<file path="src/hdl/smc_map.svh">
// register offsets, field positions, reset values and decode constants of the memory controller
`ifndef SMC_MAP_SVH
`define SMC_MAP_SVH

// register byte offsets
`define SMC_OFF_REMAP      8'h00
`define SMC_OFF_ABT_STAT   8'h04
`define SMC_OFF_ABT_ADDR   8'h08

// field positions of the abort status and remap registers
`define SMC_ASR_UNDEF      0
`define SMC_ASR_MISAL      1
`define SMC_ASR_SIZE_LO    8
`define SMC_ASR_TYPE_LO    10
`define SMC_ASR_LAST_LO    16
`define SMC_ASR_SAVED_LO   24
`define SMC_RCR_TOGGLE     0

// reset values
`define SMC_RST_ASR        32'h0000_0000
`define SMC_RST_AASR       32'h0000_0000

// top-level regions, by the four highest address bits
`define SMC_TOP_INTMEM     4'h0
`define SMC_TOP_PERIPH     4'hF

// 1-Mbyte internal areas, by the eight bits below the top nibble
`define SMC_AREA_BOOT      8'h00
`define SMC_AREA_FLASH     8'h01
`define SMC_AREA_SRAM      8'h02
`define SMC_AREA_ROM       8'h03

// address width of each embedded memory, sets the alias period
`define SMC_FLASH_AW       18
`define SMC_SRAM_AW        16
`define SMC_ROM_AW         16

// access size and type codes
`define SMC_SZ_BYTE        2'h0
`define SMC_SZ_HALF        2'h1
`define SMC_SZ_WORD        2'h2
`define SMC_TY_READ        2'h0
`define SMC_TY_WRITE       2'h1
`define SMC_TY_FETCH       2'h2

// master indices: highest priority first
`define SMC_M_ETH          0
`define SMC_M_DMA          1
`define SMC_M_CPU          2

`endif

</file>
<file path="src/hdl/smc_pkg.sv">
// types shared by the memory controller
package smc_pkg;
	typedef enum logic [1:0] {
		SMC_IDLE   = 2'b00,
		SMC_DECODE = 2'b01,
		SMC_ACCESS = 2'b10
	} smc_state_e;

	typedef logic [2:0]  smc_mst_t;   // one bit per master
	typedef logic [3:0]  smc_tgt_t;   // flash, sram, rom, peripheral
	typedef logic [1:0]  smc_code_t;  // size or type code
endpackage : smc_pkg

</file>
<file path="src/hdl/smc_mem_ctrl.sv">
// memory controller: arbiter, address decoder, misalignment detector, abort status, wishbone registers
//
// Overview of operation
// - fixed priority grant to one master: ethernet over dma over cpu
// - top four address bits select internal memory, peripherals or undefined space
// - accesses to the fourteen undefined top regions abort
// - eight further bits pick a 1-Mbyte internal area per memory
// - small memories repeat across their area by dropping upper bits
// - unassigned internal areas abort
// - area zero shows flash after reset, sram once remapped
// - aliased memory stays reachable at its own base and at zero
// - each written one toggles the area zero mapping
// - abort goes to all masters at once
// - full 32-bit aborted address is captured
// - size and type of the aborted access are captured
// - separate flags for undefined and misaligned cause
// - exactly one last-source bit set per abort
// - saved-source bits keep earlier aborts not shown by last-source
// - data aborts store the data address
// - misaligned word or half-word accesses are cancelled and aborted
// - alignment checked for all masters except cpu instruction fetches
// - little-endian ordering only
// - reading abort status clears saved-source bits
// - writing zero to the remap bit changes nothing
`timescale 1ns/1ns
`include "smc_map.svh"

module smc_mem_ctrl (
	input  wire logic                clk_i,       // system clock, 20 MHz
	input  wire logic                rst_i,       // synchronous reset, active high
	// masters: bit 0 ethernet, bit 1 dma, bit 2 cpu
	input  wire smc_pkg::smc_mst_t   mst_req_i,   // request per master
	input  wire logic [2:0][31:0]    mst_addr_i,  // address per master
	input  wire logic [2:0][1:0]     mst_size_i,  // size code per master
	input  wire logic [2:0][1:0]     mst_type_i,  // type code per master
	output logic       [2:0]         grant_o,     // one-hot grant
	output logic                     done_o,      // transfer end pulse
	output logic                     abort_o,     // abort pulse to all masters
	// embedded memories and peripheral bridge
	output logic       [3:0]         mem_sel_o,   // target select, one-hot
	output logic       [31:0]        mem_addr_o,  // aliased address
	output logic       [1:0]         mem_size_o,  // access size
	output logic       [1:0]         mem_type_o,  // access type
	output logic                     mem_req_o,   // access request level
	input  wire logic                mem_ack_i,   // access complete
	output logic                     remap_o,     // area zero shows sram
	// wishbone register slave
	input  wire logic                wb_cyc_i,    // cycle
	input  wire logic                wb_stb_i,    // strobe
	input  wire logic                wb_we_i,     // write enable
	input  wire logic [7:0]          wb_adr_i,    // byte address
	input  wire logic [3:0]          wb_sel_i,    // byte lanes
	input  wire logic [31:0]         wb_dat_i,    // write data
	output logic       [31:0]        wb_dat_o,    // read data
	output logic                     wb_ack_o     // acknowledge
);
	import smc_pkg::*;

	// ************************************************************
	// decode functions
	// ************************************************************

	// target select for an address, zero where undefined
	function automatic smc_tgt_t tgt_sel(input logic [31:0] a, input logic remap);
		smc_tgt_t t;
		t = 4'h0;
		if (a[31:28] == `SMC_TOP_PERIPH) begin
			t = 4'h8;
		end else if (a[31:28] == `SMC_TOP_INTMEM) begin
			case (a[27:20])
				`SMC_AREA_BOOT:  t = remap ? 4'h2 : 4'h1;
				`SMC_AREA_FLASH: t = 4'h1;
				`SMC_AREA_SRAM:  t = 4'h2;
				`SMC_AREA_ROM:   t = 4'h4;
				default:         t = 4'h0;
			endcase
		end
		return t;
	endfunction : tgt_sel

	// misalignment check, cpu fetches exempt
	function automatic logic misal(input logic [31:0] a, input logic [1:0] sz,
		input logic [1:0] ty, input smc_mst_t m);
		logic bad;
		bad = ((sz == `SMC_SZ_WORD) && (a[1:0] != 2'h0)) || ((sz == `SMC_SZ_HALF) && a[0]);
		return bad && !(m[`SMC_M_CPU] && (ty == `SMC_TY_FETCH));
	endfunction : misal

	// ************************************************************
	// arbiter and transfer sequence
	// ************************************************************

	smc_state_e          state_q;
	smc_mst_t            grant_q;
	logic [31:0]         addr_q;
	logic [1:0]          size_q;
	logic [1:0]          type_q;
	logic                done_q;
	logic                abort_q;
	logic                remap_q;
	smc_tgt_t            tgt_d;
	logic                undef_d;
	logic                misal_d;
	smc_mst_t            pick_d;
	logic [1:0]          idx_d;

	// fixed priority pick among requests
	// fixed priority
	always_comb begin
		if (mst_req_i[`SMC_M_ETH]) begin
			pick_d = 3'b001;
			idx_d  = 2'd0;
		end else if (mst_req_i[`SMC_M_DMA]) begin
			pick_d = 3'b010;
			idx_d  = 2'd1;
		end else if (mst_req_i[`SMC_M_CPU]) begin
			pick_d = 3'b100;
			idx_d  = 2'd2;
		end else begin
			pick_d = 3'b000;
			idx_d  = 2'd0;
		end
	end

	// classify the latched access
	always_comb begin
		tgt_d   = tgt_sel(addr_q, remap_q);
		undef_d = (tgt_d == 4'h0);
		misal_d = misal(addr_q, size_q, type_q, grant_q);
	end

	// state, grant and request latch
	// grant held to completion
	always_ff @(posedge clk_i) begin
		if (rst_i) begin
			state_q <= SMC_IDLE;
			grant_q <= 3'b000;
			addr_q  <= 32'h0000_0000;
			size_q  <= 2'h0;
			type_q  <= 2'h0;
		end else begin
			case (state_q)
				SMC_IDLE: begin
					if ((pick_d != 3'b000) && !done_q) begin
						grant_q <= pick_d;
						addr_q  <= mst_addr_i[idx_d];
						size_q  <= mst_size_i[idx_d];
						type_q  <= mst_type_i[idx_d];
						state_q <= SMC_DECODE;
					end
				end
				SMC_DECODE: begin
					if (undef_d || misal_d) begin
						grant_q <= 3'b000;
						state_q <= SMC_IDLE;
					end else begin
						state_q <= SMC_ACCESS;
					end
				end
				SMC_ACCESS: begin
					if (mem_ack_i) begin
						grant_q <= 3'b000;
						state_q <= SMC_IDLE;
					end
				end
				default: begin
					grant_q <= 3'b000;
					state_q <= SMC_IDLE;
				end
			endcase
		end
	end

	// end of transfer and abort pulses
	// abort broadcast
	always_ff @(posedge clk_i) begin
		if (rst_i) begin
			done_q  <= 1'b0;
			abort_q <= 1'b0;
		end else begin
			abort_q <= (state_q == SMC_DECODE) && (undef_d || misal_d);
			done_q  <= ((state_q == SMC_DECODE) && (undef_d || misal_d))
				|| ((state_q == SMC_ACCESS) && mem_ack_i);
		end
	end

	// memory side request, aliased address
	// alias by masking
	always_ff @(posedge clk_i) begin
		if (rst_i) begin
			mem_req_o  <= 1'b0;
			mem_sel_o  <= 4'h0;
			mem_addr_o <= 32'h0000_0000;
			mem_size_o <= 2'h0;
			mem_type_o <= 2'h0;
		end else if ((state_q == SMC_DECODE) && !undef_d && !misal_d) begin
			mem_req_o  <= 1'b1;
			mem_sel_o  <= tgt_d;
			mem_size_o <= size_q;
			mem_type_o <= type_q;
			case (tgt_d)
				4'h1:    mem_addr_o <= {{(32 - `SMC_FLASH_AW){1'b0}}, addr_q[`SMC_FLASH_AW-1:0]};
				4'h2:    mem_addr_o <= {{(32 - `SMC_SRAM_AW){1'b0}}, addr_q[`SMC_SRAM_AW-1:0]};
				4'h4:    mem_addr_o <= {{(32 - `SMC_ROM_AW){1'b0}}, addr_q[`SMC_ROM_AW-1:0]};
				default: mem_addr_o <= addr_q;
			endcase
		end else if ((state_q == SMC_ACCESS) && mem_ack_i) begin
			mem_req_o <= 1'b0;
			mem_sel_o <= 4'h0;
		end
	end

	// ************************************************************
	// wishbone slave and registers
	// ************************************************************

	logic                ack_q;
	logic                wr_hit;
	logic                rd_asr;
	logic                abt_ev;
	logic                fresh_q;
	logic                undef_q;
	logic                misal_q;
	logic [1:0]          asz_q;
	logic [1:0]          aty_q;
	smc_mst_t            last_q;
	smc_mst_t            saved_q;
	logic [31:0]         aadr_q;

	// access strobes taken at the acknowledge edge
	always_comb begin
		wr_hit = wb_cyc_i && wb_stb_i && ack_q && wb_we_i && wb_sel_i[0]
			&& (wb_adr_i == `SMC_OFF_REMAP);
		rd_asr = wb_cyc_i && wb_stb_i && ack_q && !wb_we_i && (wb_adr_i == `SMC_OFF_ABT_STAT);
		abt_ev = (state_q == SMC_DECODE) && (undef_d || misal_d);
	end

	// single-wait acknowledge, dropped after one cycle
	always_ff @(posedge clk_i) begin
		if (rst_i) begin
			ack_q <= 1'b0;
		end else begin
			ack_q <= wb_cyc_i && wb_stb_i && !ack_q;
		end
	end

	// read data mux, unmapped reads return zero
	always_ff @(posedge clk_i) begin
		if (rst_i) begin
			wb_dat_o <= 32'h0000_0000;
		end else if (wb_cyc_i && wb_stb_i && !ack_q) begin
			case (wb_adr_i)
				`SMC_OFF_ABT_STAT: begin
					wb_dat_o <= 32'h0000_0000;
					wb_dat_o[`SMC_ASR_UNDEF]                      <= undef_q;
					wb_dat_o[`SMC_ASR_MISAL]                      <= misal_q;
					wb_dat_o[`SMC_ASR_SIZE_LO +: 2]               <= asz_q;
					wb_dat_o[`SMC_ASR_TYPE_LO +: 2]               <= aty_q;
					wb_dat_o[`SMC_ASR_LAST_LO +: 3]               <= last_q;
					wb_dat_o[`SMC_ASR_SAVED_LO +: 3]              <= saved_q;
				end
				`SMC_OFF_ABT_ADDR: wb_dat_o <= aadr_q;
				default:           wb_dat_o <= 32'h0000_0000;
			endcase
		end
	end

	// remap toggle
	// flash at reset
	always_ff @(posedge clk_i) begin
		if (rst_i) begin
			remap_q <= 1'b0;
		end else if (wr_hit && wb_dat_i[`SMC_RCR_TOGGLE]) begin
			remap_q <= !remap_q;
		end
	end

	// captured abort fields
	// full address
	always_ff @(posedge clk_i) begin
		if (rst_i) begin
			aadr_q  <= `SMC_RST_AASR;
			undef_q <= 1'b0;
			misal_q <= 1'b0;
			asz_q   <= 2'h0;
			aty_q   <= 2'h0;
			last_q  <= 3'b000;
		end else if (abt_ev) begin
			aadr_q  <= addr_q;
			undef_q <= undef_d;
			misal_q <= misal_d;
			asz_q   <= size_q;
			aty_q   <= type_q;
			last_q  <= grant_q;
		end
	end

	// saved sources: previous shown abort moves here unless status was read since; the read clear beats a new abort
	// earlier aborts saved
	always_ff @(posedge clk_i) begin
		if (rst_i) begin
			saved_q <= 3'b000;
			fresh_q <= 1'b0;
		end else begin
			saved_q <= (rd_asr ? 3'b000 : saved_q) | ((abt_ev && fresh_q && !rd_asr) ? last_q : 3'b000);
			fresh_q <= abt_ev || (fresh_q && !rd_asr);
		end
	end

	// registered outputs
	always_comb begin
		grant_o  = grant_q;
		done_o   = done_q;
		abort_o  = abort_q;
		remap_o  = remap_q;
		wb_ack_o = ack_q;
	end
endmodule : smc_mem_ctrl

</file>
<file path="config.mk">
export PLATFORM = sky130hd
export DESIGN_NAME = smc_mem_ctrl
export DESIGN_NICKNAME = d
export VERILOG_FILES = /design/src/hdl/smc_pkg.sv /design/src/hdl/smc_mem_ctrl.sv
export VERILOG_INCLUDE_DIRS = /design/src /design/src/hdl
export SDC_FILE = /design/constraint.sdc
export NUM_CORES = 1
export LEC_CHECK = 0
export BUFFER_PORTS_ARGS = -buffer_cell sky130_fd_sc_hd__buf_4
export CAP_MARGIN = 20
export CORE_AREA = 2 2 155 157
export CTS_CLUSTER_SIZE = 14
export DETAILED_ROUTE_END_ITERATION = 10
export DIE_AREA = 0 0 157 159
export PLACE_DENSITY = 0.65
export SLEW_MARGIN = 0
export SYNTH_ARGS = -nofsm -noshare
export SYNTH_HDL_FRONTEND = slang
export SYNTH_SLANG_ARGS = --single-unit
</file>
<file path="constraint.sdc">
create_clock -name clk_i -period 1.8 [get_ports clk_i]
set_clock_uncertainty 0.05 [all_clocks]
set_input_delay 0.36 -clock clk_i [delete_from_list [all_inputs] [get_ports clk_i]]
set_output_delay 0.36 -clock clk_i [all_outputs]
set_load 0.01 [all_outputs]
</file>
==> results.toml, run 1 <==
[job]
maxCapViolCount = 0

[worst_setup_path]
criticalPathCategory = "input port to flip-flop"
cp_slowest_cell = "o41a_2"
crit_path_start_kind = "input port"
ff2ff_setup_slack_ps = 30
rr_startpoint = "addr_q[29]"
path_cells = "buf_4 > or4_4 > or2_1 > o41a_2 > o21a_1"
r2r_cells = 6
critPathBufInv = 1
crit_family = "simple AND/OR/NAND/NOR gates"
end_kind = "flip-flop"
max_stage_delay_ps = 550
critical_path_arrival_ps = 2030
r2r-end = "mem_addr_o[2]"
cp.required_ps = 2060
cp_max_fo = 11

[routing]
viasPerCell = 4.82
drc = 0
detail_route.wl_per_cell_um = 16.0
ant_nets = 0
firstDrtPassIters = 4
route.vias.total = 6341
drtIter0Drc = 395
routed_wl_mm = 21.0

[yosys]
avgSynthCellArea_sq_um = 8.93
ys_seq_elements = 163
async_flop_share_pct = 0
ys_warn_count = 0
synth_area_leaders = "dfxtp_1 (47%), mux2i_1 (11%), nand2_1 (7.4%)"
synth_top_area_share_pct = 47.2
synth_top_flop_cell = "dfxtp_1"
ys_types = 47
synth_nets = 935
netlist_area_sq_um = 6910
synth_area_leader_cell = "dfxtp_1"
netlist_instances = 774
synth_edf_count = 0
yosysSeqAreaShare_pct = 47.2

[worst_hold_path]
hold_end = "mem_req_o"
whs_path_depth = 2
hold_start = "rst_i"
hold_path.class = "input port to flip-flop"

[die]
dieArea_sq_um = 25000
ios = 241
num_rows = 56
dieHeight_um = 159
die_w_um = 157
coreArea_sq_um = 23200
initial_utilization_pct = 29.8

[pwr]
p_switching_uw = 2650
powerDensity_nw_per_um2 = 977
p_int_uw = 7130
power_switching_share_pct = 27.1
vdd.ir_drop.worst_uv = 663
combPwrFrac_pct = 20.0
power.leakage_uw = 0.00407
p_seq_share_pct = 40.7
clkPwrFrac_pct = 39.3

[finish]
design_area_sq_um = 10000
final_core_util_pct = 43.2
fin_nets = 1145
drive_gt1_share_pct = 35.6
layout_common_cells = "buf_4 (244), dfxtp_1 (160), nand2_1 (136)"
n_antenna_cell = 0
syn2layout_area_growth_pct = 44.8
layout_commonest_cell = "buf_4"
nFillCells = 2251

[status]
outcome = "finished, final reports clean"

[sta]
final.setup.tns_ps = 0
max_clock_freq_mhz = 565
fin_crit_ps = 1770
slew_headroom_pct = 67.8
rsz0062_at_grt = "yes"
hold_viol = 0
final_max_slew_viol_count = 0
worst_slew_pin_slew_ps = 483
setup_viol = 0
period_share_pct = 98.4

[cts]
root_buffer = "clkbuf_16"
cts_buffers = 17
htreeDepth = 4
cts_tree = "yes"
postCtsHoldBufs = 0
clock_latency_ps = 420
cts.reportedPaths.clkPinSlew_ps = 60
cts_sinks = 163
post_cts.repair.setup_buffers = 0
clockBufferDepth = 2

[place]
hpwl_mm = 15.7
port_buffers = 206
gp_congestion = 0.781
placed_area_sq_um = 9210

[global_route]
grt_usage_pct = 16.7
grt_max_degree = 61
grt_pass1_vias = 6166
grt_overflow_total = 0
antenna_found_initial = 0
grt_pass1_wl_mm = 33.0
[Yosys cell counts, types with 10 or more instances]
| master | count |
|---|---|
| nand2_1 | 136 |
| buf_2 | 10 |
| nor4_1 | 23 |
| mux2i_1 | 78 |
| a31o_2 | 22 |
| dfxtp_1 | 163 |
| a22oi_1 | 32 |
| nor2_1 | 67 |
| a21oi_1 | 65 |
| a211o_1 | 36 |
| a22o_1 | 10 |
| clkbuf_1 | 50 |
[worst register-to-register path, cell delays in order (launching register included)]
cell and delay, ps:
dfxtp_1 360, and4_1 240, buf_4 150, a31oi_2 290, buf_12 250, nor4_1 90
a31o_2 220
[registers in the layout, summed over array words and instances, names as in the netlist, 2 cells and up]
name / flops
grant_o: 3
addr_q: 32
aadr_q: 32
mem_addr_o: 32
last_q: 3
state_q: 2
aty_q: 2
asz_q: 2
saved_q: 3
mem_type_o: 2
size_q: 2
wb_dat_o: 32
type_q: 2
mem_size_o: 2
mem_sel_o: 4
[final cells by class]
class | count | area [sq um] | area share, %
clock buffers | 19 | 453 | 4.53
multi-input cells | 540 | 3570 | 35.7
clock inverters | 12 | 178 | 1.78
well taps | 319 | 399 | 3.99
repair buffers | 259 | 2130 | 21.3
inverters | 3 | 11.3 | 0.113
flip-flops and latches | 163 | 3270 | 32.6
[kinds of logic after synthesis]
family | after synthesis | share of synthesized area (%)
compound gates | 194 | 20.1
xor+xnor | 1 | 0.127
buf+inv | 71 | 4.24
flops | 163 | 47.2
mux | 78 | 11.3
simple gates | 267 | 17.1
[routing by layer]
layer	share of wire [%]	vias to the layer above	global-route usage, %
met5	0	-	0
met4	0.93	0	4.80
met3	5.4	12	3.70
met2	45	183	24.9
met1	49	2960	24.2
li1	-	3186	-
[power groups by stage]
stage                     Clock, uW  Sequential (uW)  Combinational, uW
after floorplan                   0             4020                995
after global placement            0             4050               1850
after detailed placement          0             4060               1870
after CTS                      3930             3980               1890
after global routing           4090             4010               2130
final                          3840             3980               1960
[how the worst max path moves through the flow]
stage,cells after the start,startpoint,to
2_1_floorplan,5,wb_adr_i[1],saved_q[0]
3_3_place_gp,5,wb_adr_i[1],saved_q[2]
3_5_place_dp,5,wb_adr_i[1],saved_q[0]
4_1_cts,6,addr_q[31],mem_addr_o[9]
5_1_grt,5,addr_q[27],mem_sel_o[1]
6_report,5,wb_adr_i[1],saved_q[0]
[timing repair]
| action | CTS | global route |
|---|---|---|
| endpoints found under the hold margin | 0 | 0 |
| pin swaps | 0 | 2 |
| setup endpoints to repair | 31 | 56 |
| gates resized for setup | 3 | 26 |
[stage by stage]
stage                     instances  total power (uW)  setup WS (ps)  hold slack [ps]
after CTS                      1315              9790           36.1              151
after detailed placement       1284              5920           -388              397
after global routing           1315             10200          -42.2              174
after global placement         1284              5900           -358              392
final                          1315              9780           29.1              186
after floorplan                 774              5020           -152              384
(Power assumes the default switching activity.)
==> run 2: changes to the inputs <==
--- a/config.mk
+++ b/config.mk
@@ -13,6 +13,7 @@
 export DETAILED_ROUTE_END_ITERATION = 10
 export DIE_AREA = 0 0 157 159
 export PLACE_DENSITY = 0.65
+export RECOVER_POWER = 50
 export SLEW_MARGIN = 0
 export SYNTH_ARGS = -nofsm -noshare
 export SYNTH_HDL_FRONTEND = slang
==> results.toml, run 2 (synthesized netlist as in run 1, its figures left out) <==
[status]
outcome = "finished, final reports clean"

[cts]
root_buffer = "clkbuf_16"
cts.reportedPaths.clkPinSlew_ps = 60
cts_buffers = 17
clock_latency_ps = 430
cts_tree = "yes"
clockBufferDepth = 2
postCtsHoldBufs = 0
cts_sinks = 163
htreeDepth = 4

[worst_hold_path]
hold_path.class = "input port to flip-flop"

[global_route]
antenna_found_initial = 0
grt_pass1_vias = 6166
grt_overflow_total = 0
grt_usage_pct = 16.7
grt_pass1_wl_mm = 33.0
grt_max_degree = 61

[sta]
rsz0062_at_grt = "yes"
slew_headroom_pct = 58.7
worst_slack_ps = 24.6
setup_viol = 0
worst_slew_pin_slew_ps = 619
max_clock_freq_mhz = 563
fin_crit_ps = 1780
final_max_slew_viol_count = 0
period_share_pct = 98.6
hold_viol = 0

[pwr]
p_switching_uw = 2660
p_int_uw = 7100
power_switching_share_pct = 27.3
power.leakage_uw = 0.00372
power_uw = 9760
p_seq_share_pct = 40.8
powerDensity_nw_per_um2 = 1010
combPwrFrac_pct = 19.8
vdd.ir_drop.worst_uv = 673
clkPwrFrac_pct = 39.4

[routing]
dr_wl_met3_mm = 1.07
drc = 0
drtIter0Drc = 397
viasPerCell = 4.85
detail_route.wl_per_cell_um = 16.0
ant_nets = 0
firstDrtPassIters = 5
met2_length_mm = 9.43
highest_layer = "met4"
routed_wl_mm = 21.1
m1WireLength_mm = 10.3
route.vias.total = 6374

[worst_setup_path]
crit_path_start_kind = "flip-flop"
critPathBufInv = 2
max_stage_delay_ps = 350
path_cells = "nor4_2 > buf_4 > a31o_4 > nand3_2 > buf_4 > a31o_2"
cp_max_fo = 24
crit_top_cell = "buf_4"
cp_slowest_cell = "dfxtp_2"
crit_family = "compound AO/OA/AOI/OAI gates"
criticalPathCategory = "flip-flop to flip-flop"
cp.required_ps = 2070
end_kind = "flip-flop"
critical_path_arrival_ps = 2050

[place]
place_inst = 1284
hpwl_mm = 15.7
placed_area_sq_um = 9210
place_ws_ps = -388
gp_congestion = 0.781
port_buffers = 206

[die]
dieArea_sq_um = 25000
dieHeight_um = 159
coreArea_sq_um = 23200
ios = 241
die_w_um = 157
initial_utilization_pct = 29.8
num_rows = 56

[job]
maxCapViolCount = 0

[finish]
syn2layout_area_growth_pct = 40.2
layout_commonest_cell = "buf_4"
drive_gt1_share_pct = 27.5
layout_common_cells = "buf_4 (163), dfxtp_1 (160), nand2_1 (136)"
n_antenna_cell = 0
layout.cells.non_filler = 1315
design_area_sq_um = 9690
fin_nets = 1145
==> run 2: power groups by stage <==
stage | clock [uW] | sequential, uW | combinational (uW)
after floorplan | 0 | 4020 | 995
after global placement | 0 | 4050 | 1850
after detailed placement | 0 | 4060 | 1870
after CTS | 3930 | 3980 | 1890
after global routing | 4090 | 4010 | 2100
final | 3850 | 3980 | 1930
==> run 2: repair_timing <==
item | in CTS | in global routing
setup buffers | 0 | 0
pin swaps | 0 | 2
resized for setup | 3 | 26
endpoints found under the setup margin | 31 | 56
==> run 2: area by class of cell <==
class | instances | area [sq um]
fillers | 2342 | 13500
multi-input cells | 540 | 3570
flip-flops and latches | 163 | 3270
repair buffers | 259 | 1810
clock buffers | 19 | 453
well taps | 319 | 399
clock inverters | 12 | 178
inverters | 3 | 11.3
==> run 2: routing by layer <==
layer	global-route usage, %	up-vias
met2	24.9	187
met1	24.2	2981
met4	4.80	0
li1	-	3189
met3	3.70	17
met5	0	-
==> run 2: path summary, 6_finish.rpt <==
check / from / endpoint / slack (ps) / depth (start not counted)
min: rst_i / mem_req_o / 170 / 2
min reg2reg: aadr_q[6] / aadr_q[6] / 400 / 2
max reg2reg: addr_q[31] / mem_addr_o[9] / 20 / 6
max: addr_q[31] / mem_addr_o[9] / 20 / 6
==> run 2: per-stage QoR <==
stage / TNS (ps) / hold slack, ps / utilization (%)
floorplan: -1910 / 384 / -
global placement: -8240 / 392 / 39.7
detailed placement: -8960 / 397 / 39.7
CTS: 0 / 151 / 42.5
global route: -784 / 174 / 41.8
finish: 0 / 170 / 41.8
